### src/asb_map.svh
// Purpose: timing and field constants for the byte-wide static memory host
// Assumes: 25 MHz system clock, fastest memory speed grade
// Notes: all nanosecond figures are converted to clock cycles by rounding up
// Operation
// (RULE1) wait one millisecond after power before access
// (RULE2) write happens while select and strobe low
// (RULE3) write ends at first rising select/strobe
// (RULE4) data stable 7 ns before write end
// (RULE5) hold data until write end edge
// (RULE6) address setup, hold and 12 ns cycle
// (RULE7) strobe write with enable low: 6+7 ns
// (RULE8) strobe stays high during every read
// (RULE9) read data valid 12 ns after address
// (RULE10) old data held 3 ns after address change
// (RULE11) address valid no later than select falls
// (RULE12) enable high means memory bus floats
// (RULE13) joint select/strobe rise keeps bus floating
// (RULE14) host does not drive while memory drives
// (RULE15) deselect before retention, recover one read cycle
// (RULE16) read: select and enable low, strobe high
// (RULE17) memory floats when deselected, disabled or writing
// (RULE18) round nanosecond limits up to whole cycles
`ifndef ASB_MAP_SVH
`define ASB_MAP_SVH
`define ASB_CLK_NS 40
`define ASB_POWER_UP_WAIT_NS 1000000
`define ASB_READ_CYCLE_TIME_NS 12
`define ASB_ADDRESS_ACCESS_TIME_NS 12
`define ASB_WRITE_CYCLE_TIME_NS 12
`define ASB_ADDRESS_SETUP_TO_END_NS 10
`define ASB_WRITE_DATA_SETUP_NS 7
`define ASB_STROBE_LOW_TO_FLOAT_NS 6
`define ASB_RETENTION_RECOVERY_NS `ASB_READ_CYCLE_TIME_NS
`define ASB_CYC(ns) (((ns) + `ASB_CLK_NS - 1) / `ASB_CLK_NS)
`define ASB_ADDR_W 19
`define ASB_DATA_W 8
`define ASB_CNT_W 16
`define ASB_STROBE_NS (`ASB_STROBE_LOW_TO_FLOAT_NS + `ASB_WRITE_DATA_SETUP_NS)
`endif

### src/asb_pkg.sv
// Purpose: types shared by the static memory host modules
// Assumes: asb_map.svh supplies widths
// Notes: none
`include "asb_map.svh"
package asb_pkg;
  typedef enum logic [2:0] {
    ASB_POWERUP, ASB_IDLE, ASB_READ, ASB_WRITE, ASB_GAP, ASB_RETAIN,
    ASB_RECOVER
  } asb_state_e;
  typedef logic [`ASB_CNT_W-1:0] asb_cnt_t;
endpackage

### src/asb_tmr_if.sv
// Purpose: load/expire link between sequencer and its cycle timer
// Assumes: single clock
// Notes: none
`timescale 1ns/1ns
interface asb_tmr_if;
  logic load;
  asb_pkg::asb_cnt_t value;
  logic done;
  modport ctl (output load, output value, input done);
  modport tmr (input load, input value, output done);
endinterface

### src/asb_timer.sv
// Purpose: down counter that times the read, write and recovery phases
// Assumes: load value is at least one
// Notes: done is high while count is zero and no load is pending
`timescale 1ns/1ns
`include "asb_map.svh"
module asb_timer (
  input wire logic clk,
  input wire logic sys_rst,
  asb_tmr_if.tmr t
);
  asb_pkg::asb_cnt_t cnt_q;
  // -----------------------------------------------------------------
  // count down
  // -----------------------------------------------------------------
  // count loaded minus one so a load of n gives done n edges later
  always_ff @(posedge clk) begin
    if (sys_rst) begin
      cnt_q <= '0;
    end else if (t.load) begin
      cnt_q <= t.value - `ASB_CNT_W'(1);
    end else if (cnt_q != '0) begin
      cnt_q <= cnt_q - `ASB_CNT_W'(1);
    end
  end
  assign t.done = (cnt_q == '0) && !t.load;
endmodule // asb_timer

### src/asb_host.sv
// Purpose: host controller driving an asynchronous byte-wide static memory
// Assumes: memory pins sampled synchronously, fastest speed grade fitted
// Notes: one access at a time; req_ready shows when a request is taken
`timescale 1ns/1ns
`include "asb_map.svh"
module asb_host #(
  parameter int POWER_UP_CYCLES = `ASB_CYC(`ASB_POWER_UP_WAIT_NS)
) (
  input wire logic clk,
  input wire logic sys_rst,
  input wire logic req_valid,
  input wire logic req_write,
  input wire logic [`ASB_ADDR_W-1:0] req_addr,
  input wire logic [`ASB_DATA_W-1:0] req_wdata,
  output logic req_ready,
  output logic rsp_valid,
  output logic [`ASB_DATA_W-1:0] rsp_rdata,
  input wire logic retain_req,
  output logic retain_ok,
  output logic [`ASB_ADDR_W-1:0] mem_addr,
  output logic chip_select_n,
  output logic output_enable_n,
  output logic write_strobe_n,
  input wire logic [`ASB_DATA_W-1:0] mem_data_i,
  output logic [`ASB_DATA_W-1:0] mem_data_o,
  output logic mem_data_oe
);
  // cycle counts, rounded up so no limit is undercut [RULE18]
  localparam int RD_CYC = `ASB_CYC(`ASB_ADDRESS_ACCESS_TIME_NS); // [RULE9]
  localparam int WC_CYC = `ASB_CYC(`ASB_WRITE_CYCLE_TIME_NS);
  localparam int AW_CYC = `ASB_CYC(`ASB_ADDRESS_SETUP_TO_END_NS);
  localparam int ST_CYC = `ASB_CYC(`ASB_STROBE_NS); // [RULE7]
  localparam int WR_CYC = (AW_CYC > ST_CYC) ? AW_CYC : ST_CYC;
  localparam int WR_LEN = (WR_CYC > WC_CYC) ? WR_CYC : WC_CYC; // [RULE6]
  localparam int RR_CYC = `ASB_CYC(`ASB_RETENTION_RECOVERY_NS);

  asb_pkg::asb_state_e state_q, state_d;
  logic [`ASB_DATA_W-1:0] rdata_q;
  logic rsp_q;
  logic pwr_load_q;
  logic [`ASB_CNT_W-1:0] pwr_cnt_q;
  asb_tmr_if tm ();

  asb_timer u_timer (
    .clk(clk),
    .sys_rst(sys_rst),
    .t(tm.tmr)
  );

  // -----------------------------------------------------------------
  // decode
  // -----------------------------------------------------------------
  function automatic logic [`ASB_CNT_W-1:0] cyc(input int n);
    cyc = `ASB_CNT_W'(n);
  endfunction
  wire take_w = (state_q == asb_pkg::ASB_IDLE) && req_valid && !retain_req;
  wire pwr_done_w = (pwr_cnt_q == '0);
  wire phase_end_w = tm.done && !pwr_load_q;
  wire in_read_w = (state_q == asb_pkg::ASB_READ);
  wire in_write_w = (state_q == asb_pkg::ASB_WRITE);

  // power-up wait uses its own count, the same ASB_CNT_W width as the phase timer
  always_ff @(posedge clk) begin
    if (sys_rst) begin
      pwr_cnt_q <= '1;
      pwr_load_q <= 1'b1;
    end else if (pwr_load_q) begin
      pwr_cnt_q <= `ASB_CNT_W'(POWER_UP_CYCLES); // [RULE1]
      pwr_load_q <= 1'b0;
    end else if (!pwr_done_w) begin
      pwr_cnt_q <= pwr_cnt_q - `ASB_CNT_W'(1);
    end
  end

  // -----------------------------------------------------------------
  // sequencer
  // -----------------------------------------------------------------
  always_comb begin
    state_d = state_q;
    tm.load = 1'b0;
    tm.value = cyc(1);
    case (state_q)
      asb_pkg::ASB_POWERUP: begin
        if (!pwr_load_q && pwr_done_w) begin
          state_d = asb_pkg::ASB_IDLE; // no access before wait ends [RULE1]
        end
      end
      asb_pkg::ASB_IDLE: begin
        if (retain_req) begin
          state_d = asb_pkg::ASB_RETAIN; // already deselected [RULE15]
        end else if (req_valid && req_write) begin
          state_d = asb_pkg::ASB_WRITE;
          tm.load = 1'b1;
          tm.value = cyc(WR_LEN);
        end else if (req_valid) begin
          state_d = asb_pkg::ASB_READ;
          tm.load = 1'b1;
          tm.value = cyc(RD_CYC);
        end
      end
      asb_pkg::ASB_READ: begin
        if (tm.done) begin
          state_d = asb_pkg::ASB_IDLE;
        end
      end
      asb_pkg::ASB_WRITE: begin
        if (tm.done) begin
          state_d = asb_pkg::ASB_GAP;
        end
      end
      asb_pkg::ASB_GAP: begin
        state_d = asb_pkg::ASB_IDLE;
      end
      asb_pkg::ASB_RETAIN: begin
        if (!retain_req) begin
          state_d = asb_pkg::ASB_RECOVER;
          tm.load = 1'b1;
          tm.value = cyc(RR_CYC); // [RULE15]
        end
      end
      asb_pkg::ASB_RECOVER: begin
        if (tm.done) begin
          state_d = asb_pkg::ASB_IDLE;
        end
      end
      default: begin
        state_d = asb_pkg::ASB_IDLE;
      end
    endcase
  end

  always_ff @(posedge clk) begin
    if (sys_rst) begin
      state_q <= asb_pkg::ASB_POWERUP;
    end else begin
      state_q <= state_d;
    end
  end

  // -----------------------------------------------------------------
  // memory pins
  // -----------------------------------------------------------------
  // address moves only when taking a request, on the same edge that
  // select falls, and is held through the write end [RULE11] [RULE6]
  // a write raises select and strobe together; memory never drives
  // because enable stays high during writes [RULE3] [RULE13]
  always_ff @(posedge clk) begin
    if (sys_rst) begin
      mem_addr <= '0;
      mem_data_o <= '0;
      mem_data_oe <= 1'b0;
      chip_select_n <= 1'b1;
      output_enable_n <= 1'b1;
      write_strobe_n <= 1'b1;
    end else begin
      if (take_w) begin
        mem_addr <= req_addr;
        mem_data_o <= req_wdata; // stable through whole strobe [RULE4]
      end
      chip_select_n <= !(state_d == asb_pkg::ASB_READ ||
                         state_d == asb_pkg::ASB_WRITE); // [RULE2]
      output_enable_n <= !(state_d == asb_pkg::ASB_READ); // [RULE16]
      write_strobe_n <= !(state_d == asb_pkg::ASB_WRITE); // [RULE8]
      // drive only in write and gap; enable is high there [RULE14] [RULE5]
      mem_data_oe <= (state_d == asb_pkg::ASB_WRITE) ||
                     (state_d == asb_pkg::ASB_GAP);
    end
  end

  // -----------------------------------------------------------------
  // user side
  // -----------------------------------------------------------------
  // data sampled at the last read cycle edge, after access time [RULE9]
  always_ff @(posedge clk) begin
    if (sys_rst) begin
      rdata_q <= '0;
      rsp_q <= 1'b0;
      req_ready <= 1'b0;
      retain_ok <= 1'b0;
    end else begin
      rsp_q <= in_read_w && tm.done;
      if (in_read_w && tm.done) begin
        rdata_q <= mem_data_i; // [RULE10]
      end
      req_ready <= (state_d == asb_pkg::ASB_IDLE) && !retain_req;
      retain_ok <= (state_d == asb_pkg::ASB_RETAIN);
    end
  end
  assign rsp_valid = rsp_q;
  assign rsp_rdata = rdata_q;
endmodule // asb_host

### config.mk
export PLATFORM = sky130hd
export DESIGN_NAME = asb_host
export DESIGN_NICKNAME = d
export VERILOG_FILES = /design/src/asb_pkg.sv /design/src/asb_tmr_if.sv /design/src/asb_timer.sv /design/src/asb_host.sv
export VERILOG_INCLUDE_DIRS = /design/src
export SDC_FILE = /design/constraint.sdc
export NUM_CORES = 1
export LEC_CHECK = 0
export BUFFER_PORTS_ARGS = -buffer_cell sky130_fd_sc_hd__buf_2
export CORE_MARGIN = 10
export CORE_UTILIZATION = 30
export CTS_BUF_LIST = sky130_fd_sc_hd__clkbuf_8
export CTS_CLUSTER_DIAMETER = 30
export DETAILED_ROUTE_END_ITERATION = 6
export MAX_ROUTING_LAYER = met4
export PLACE_DENSITY_LB_ADDON = 0.15
export SYNTH_ARGS = -nofsm -noshare
export SYNTH_HDL_FRONTEND = slang
export SYNTH_HIERARCHICAL = 1
export SYNTH_SLANG_ARGS = --single-unit
### constraint.sdc
create_clock -name clk -period 3.36 [get_ports clk]
set_clock_uncertainty 0.1 [all_clocks]
set_input_delay 0.336 -clock clk [delete_from_list [all_inputs] [get_ports clk]]
set_output_delay 0.336 -clock clk [all_outputs]
set_load 0.03 [all_outputs]
Word-level counts from Yosys, hierarchy flattened
Index checks and enable logic that the tools add are counted.
{"block": "op_classes", "n_addsub": 2, "n_eq_ne": 11, "mux": 16, "n_reduce_logical": 22}
{"op": "16-bit zero test", "count": 2}
{"op": "16-bit 2-to-1 mux", "count": 2}
{"op": "16-bit by 1-bit subtractor with 16-bit output, second input constant", "count": 2}
{"op": "3-bit 2-to-1 mux", "count": 7}
{"op": "16-bit nonzero test", "count": 1}
{"op": "3-bit case mux with 5 select lines", "count": 1}
{"op": "3-bit by 2-bit == test with 1-bit output, second input constant", "count": 4}
{"op": "3-bit == test, second input constant", "count": 4}
{"op": "1-bit logical AND", "count": 7}
{"op": "3-bit by 1-bit == test with 1-bit output, second input constant", "count": 2}
{"op": "1-bit zero test", "count": 6}
{"op": "2-bit OR reduction", "count": 3}
{"op": "1-bit 2-to-1 mux", "count": 5}
{"op": "3-bit zero test", "count": 1}
{"op": "1-bit logical OR", "count": 2}
{"op": "2-bit inequality test, second input constant", "count": 1}
{"op": "1-bit case mux with 2 select lines", "count": 1}
{"block": "totals", "reg_bits": 78, "in_bits": 40}

Longest topological paths before layout
{"block": "logic_depth", "depth_word": 11, "ltp_mapped": 13, "depth_no_buf": 9}

Modules after synthesis
Netlist, hierarchy kept.
{"module": "asb_host", "n_inst": 1, "cells_per_inst": 316, "area_each_um2": 2602.5}
{"module": "asb_timer", "n_inst": 1, "cells_per_inst": 133, "area_each_um2": 1217.4}

Worst setup path after synthesis
No wires, ideal clock.
{"block": "synth_timing", "path_type": "register to register", "startpoint": "reg state_q[0]", "endpoint": "reg u_timer.cnt_q[10]", "t_arrival_ns": 2.774, "required_ns": 3.145, "path_slack_ns": 0.371, "stages_incl_launch_ff": 13, "period_less_slack_ns": 2.989, "cell_sequence": "dfxtp_1 > clkbuf_1 > nor3b_1 > and2_1 > buf_6 > buf_4 > buf_2 > mux2i_1 > ha_1 > or4b_1 > o32ai_1 > a221o_1 > a21oi_2"}
{"block": "synth_via", "elab_chain_cells": 3, "word_cells_on_any_way": 4, "classes_between": "eq/ne: 2; mux: 1; reduce/logical: 1"}
{"item": "start, declared", "line_no": "asb_host.sv:37", "text": "asb_pkg::asb_state_e state_q, state_d;"}
{"item": "start signal, assigned", "line_no": "asb_host.sv:134", "text": "state_q <= asb_pkg::ASB_POWERUP;"}
{"item": "start signal, assigned", "line_no": "asb_host.sv:136", "text": "state_q <= state_d;"}
{"item": "3-bit == test / 3-bit by 1-bit == test with 1-bit output (equally long branches)", "line_no": "asb_host.sv:82", "text": "case (state_q)"}
{"item": "1-bit case mux with 2 select lines *", "line_no": "asb_host.sv:82"}
{"item": "net tm.load", "line_no": "asb_tmr_if.sv:6", "text": "logic load;"}
{"item": "2-bit OR reduction (no source line) *"}
{"item": "end signal, assigned", "line_no": "asb_timer.sv:20", "text": "cnt_q <= t.value - `ASB_CNT_W'(1);"}
{"item": "end signal, assigned", "line_no": "asb_timer.sv:22", "text": "cnt_q <= cnt_q - `ASB_CNT_W'(1);"}
{"item": "end, declared", "line_no": "asb_timer.sv:11", "text": "asb_pkg::asb_cnt_t cnt_q;"}
Mark *: on every way through the listed nets, which the timed path passes. The rest lies on a longest branch.
A chain may end at the register's enable or synchronous reset.

Worst setup path after layout
{"block": "layout_timing", "startpoint": "reg state_q[2]", "endpoint": "reg mem_data_oe"}
{"block": "layout_via", "elab_chain_cells": 8, "word_cells_on_any_way": 21, "classes_between": "eq/ne: 7; mux: 9; reduce/logical: 5"}
{"item": "3-bit == test / 3-bit by 1-bit == test with 1-bit output (equally long branches)", "line_no": "asb_host.sv:82"}
{"item": "1-bit case mux with 2 select lines *", "line_no": "asb_host.sv:82"}
{"item": "net tm.load", "line_no": "asb_tmr_if.sv:6"}
{"item": "1-bit zero test *", "line_no": "asb_timer.sv:25", "text": "assign t.done = (cnt_q == '0) && !t.load;"}
{"item": "1-bit logical AND *", "line_no": "asb_timer.sv:25"}
{"item": "net tm.done", "line_no": "asb_tmr_if.sv:8", "text": "logic done;"}
{"item": "3-bit 2-to-1 mux, on equally long branches", "line_no": "asb_host.sv:102, asb_host.sv:122, asb_host.sv:107"}
{"item": "3-bit case mux with 5 select lines *", "line_no": "asb_host.sv:82"}
{"item": "3-bit by 2-bit == test with 1-bit output / 3-bit == test (equally long branches)", "line_no": "asb_host.sv:165, asb_host.sv:166"}
{"item": "1-bit logical OR *", "line_no": "asb_host.sv:165", "text": "mem_data_oe <= (state_d == asb_pkg::ASB_WRITE) ||"}
{"item": "end signal, assigned", "line_no": "asb_host.sv:165"}
{"item": "end, declared", "line_no": "asb_host.sv:26", "text": "output logic mem_data_oe"}
Marked as above.

==> run metrics <==
Post-synth EDFFs 0; nets roughly 600; Max transition margin 0.287; Max Cap Viol 0; Mapped Cells about 450; Net Sw Frac 0.339; vias per cell around 4.7; Initial DRT Pass Iterations 4; Core Rows 41; Pins Over Slew Limit 0; Mapped Avg Cell Area ~8.5 um^2; core area 12600 um^2; outcome finished clean; GR Overflow Total 0; setup bufs post-CTS 0; Worst Setup Path Type reg -> reg; die outline width 133 um; fraction of layout cells with a size suffix above 1 0.238; worst-margin pin slew between 1 and 1.5 ns; Area growth, synth to finish 23.1%; first-pass GRT wire length around 17 mm; P_sw 0.777 mW; Comb power frac 0.258; Critical Path Start Type register; Cell variety after synth a little over 70; setup TNS 0 ns; Hold Violations, Final 0; Synth top area share 0.409; RSZ-0062 raised after global routing false; Post-DRT Antenna Nets 0; residual DRC count 0; final core occ 0.374; post-synthesis sequential area ratio 0.409; HPWL Detailed between 7 and 8 mm; Non-Filler Instances ~740; CP endpoint kind register; Clock power frac 0.281; maximum fanout along the worst path 8; synthesized flop and latch total between 70 and 80; CTS sink count 78; post-cts sizing count 0; IO buf count just over 80; initial antenna violation count 0; n_diodes 0; crit path time final slightly below 3 ns; Post-Route WL 10.2 mm; Max Clock Freq roughly 340 MHz; Leak Pwr about 1.8 nW; setup violators final 0; Die Area around 18000 um^2; vias in the first global route 3470; ys async rst share 0; Synth area leader dfxtp_1; pwr/cell area slightly below 500 nW/um^2; Placer Congestion ~0.74; Synth Flop Type dfxtp_1; 1st-iter DRT viols between 150 and 200; part of the power in registers 0.461; cts bufs inserted 9; # IOs between 80 and 90; Ys Warns 6; CP arrival about 3.2 ns; Hold Path Class in -> reg; DIE HEIGHT roughly 130 um; top post-synthesis cells by area dfxtp_1 41%, nand2_1 7.6%, a21oi_1 6.3%, mux2i_1 3.9%, nor3_1 2.1%; synthesized area about 3800 um^2; Clock H-tree levels 3; Critical Path RT about 3.6 ns; clock buffer depth 2; Cells after DPL about 730; Pint 1.51 mW; Starting Density 0.304; Clk pin slew, worst setup/hold paths 0.09 ns; Worst-Skew Late Latency roughly 0.36 ns; Tcrit/Tclk final 0.878; cts hold-fix bufs 0; total track usage 0.120; DR WL/cell ~14 um; largest net degree at the start of global routing 33; TritonCTS clock tree yes; Worst VDD drop ~0.25 mV; vias post-DR around 3500; root buffer cell clkbuf_8
## through the flow
step / area [um^2] / hold WS [ns] / total power, mW / setup slack (ns)
CTS: 4700 / 0.0658 / 2.34 / 0.377
global placement: 4530 / 0.339 / 1.66 / 0.350
global route: 4700 / 0.0692 / 2.46 / 0.0677
floorplan: 3980 / 0.264 / 1.55 / 0.371
finish: 4700 / 0.0962 / 2.29 / 0.411
detailed placement: 4530 / 0.343 / 1.67 / 0.264
## cells in the mapped netlist, types with 3 or more instances
| cell type | number |
|---|---|
| nor3b_1 | 5 |
| nand3_1 | 9 |
| buf_2 | 6 |
| or3_1 | 8 |
| dfxtp_1 | 78 |
| nor4_2 | 5 |
| o21a_1 | 3 |
| a31oi_1 | 8 |
| mux2_2 | 4 |
| ha_1 | 3 |
| o31a_1 | 4 |
| nand4_1 | 5 |
| mux2i_1 | 15 |
| o211ai_1 | 5 |
| or2_2 | 4 |
| and2_1 | 4 |
| nor4_1 | 12 |
| clkbuf_1 | 13 |
| inv_1 | 8 |
| buf_4 | 3 |
| o21ai_0 | 10 |
| nand2_1 | 77 |
| nor3_1 | 16 |
| o41ai_1 | 4 |
| nor3_2 | 5 |
| and3_1 | 4 |
| nor2_1 | 21 |
| nor2b_1 | 5 |
| a21oi_1 | 48 |
## final cells by class
cell class / count / area [um^2]
Clock buffer: 9 / 124
Clock inverter: 7 / 51.3
Fill cell: 1338 / 7870
Inverter: 8 / 30.0
Multi-Input combinational cell: 381 / 2260
Sequential cell: 78 / 1560
Tap cell: 172 / 215
Timing Repair Buffer: 88 / 458
## per-layer routing
metal	wire, um	vias to the layer above	part of all wire	track usage
met3	530	10	0.052	0.0466
met1	4870	1618	0.48	0.145
li1	-	1820	-	-
met5	0	-	0	-
met2	4720	51	0.46	0.181
met4	94	0	0.0092	0.0330
## power groups by stage
stage / clock [mW] / sequential [mW] / combinational [mW]
detailed placement: 0 / 1.08 / 0.597
global route: 0.724 / 1.07 / 0.664
global placement: 0 / 1.08 / 0.586
CTS: 0.682 / 1.06 / 0.598
finish: 0.644 / 1.06 / 0.591
floorplan: 0 / 1.05 / 0.502
## registers in the layout, indices dropped and copies added, names as in the netlist
| name | cells |
|---|---|
| mem_addr | 19 |
| pwr_cnt_q | 16 |
| u_timer/cnt_q | 16 |
| mem_data_o | 8 |
| rsp_rdata | 8 |
| state_q | 3 |
| chip_select_n | 1 |
| mem_data_oe | 1 |
| output_enable_n | 1 |
| pwr_load_q | 1 |
| req_ready | 1 |
| retain_ok | 1 |
| rsp_valid | 1 |
| write_strobe_n | 1 |
## cell usage in the layout (no fill, tap or decap), drive strengths merged, types with 4 or more instances in the layout
| cell type | count |
|---|---|
| nand3 | 9 |
| mux2 | 6 |
| nor2 | 22 |
| mux2i | 15 |
| and2 | 4 |
| nand4 | 6 |
| or3 | 8 |
| nor4 | 17 |
| nand2 | 77 |
| a21oi | 49 |
| nor3b | 7 |
| buf | 88 |
| clkbuf | 9 |
| a31oi | 8 |
| o41ai | 4 |
| nor3 | 21 |
| or2 | 7 |
| and3 | 4 |
| nor2b | 5 |
| conb | 45 |
| dfxtp | 78 |
| clkinv | 4 |
| inv | 10 |
| o21ai | 11 |
| o31a | 4 |
| o211ai | 5 |
## path summary, 6_finish.rpt
| kind | from | endpoint | slack, ns | cells past startpoint |
|---|---|---|---|---|
| max reg2reg | state_q[2]$_SDFF_PP0_ | mem_data_oe$_SDFF_PP0_ | 0.41 | 9 |
| min reg2reg | mem_addr[11]$_SDFFE_PP0P_ | mem_addr[11]$_SDFFE_PP0P_ | 0.36 | 2 |
| min | req_addr[16] | mem_addr[16]$_SDFFE_PP0P_ | 0.1 | 3 |
| max | state_q[2]$_SDFF_PP0_ | mem_data_oe$_SDFF_PP0_ | 0.41 | 9 |
## cell families (layout without fill, tap and decap cells)
group	count (synthesis)	count (layout)	synth area share
xor gates and xnor gates	2	2	0.00459
muxes	21	21	0.0580
buffers and inverters	33	112	0.0413
and+or+nand+nor	201	201	0.289
adders and majority gates	3	3	0.00983
DFF	78	78	0.409
AOI/OAI and AO/OA	109	109	0.187
other	2	45	0.00197
## worst max-delay path, cell delays in order, from the launching register on
cell and delay (ns):
dfxtp_1 0.32, or2_2 0.31, and2_1 0.26, nor4_1 0.31, nand4_1 0.27, nor2_1 0.36
nand3b_1 0.22, or3b_2 0.48, o311a_1 0.11, a21oi_1 0.15
Note: power is estimated with default switching activity, not from simulation.
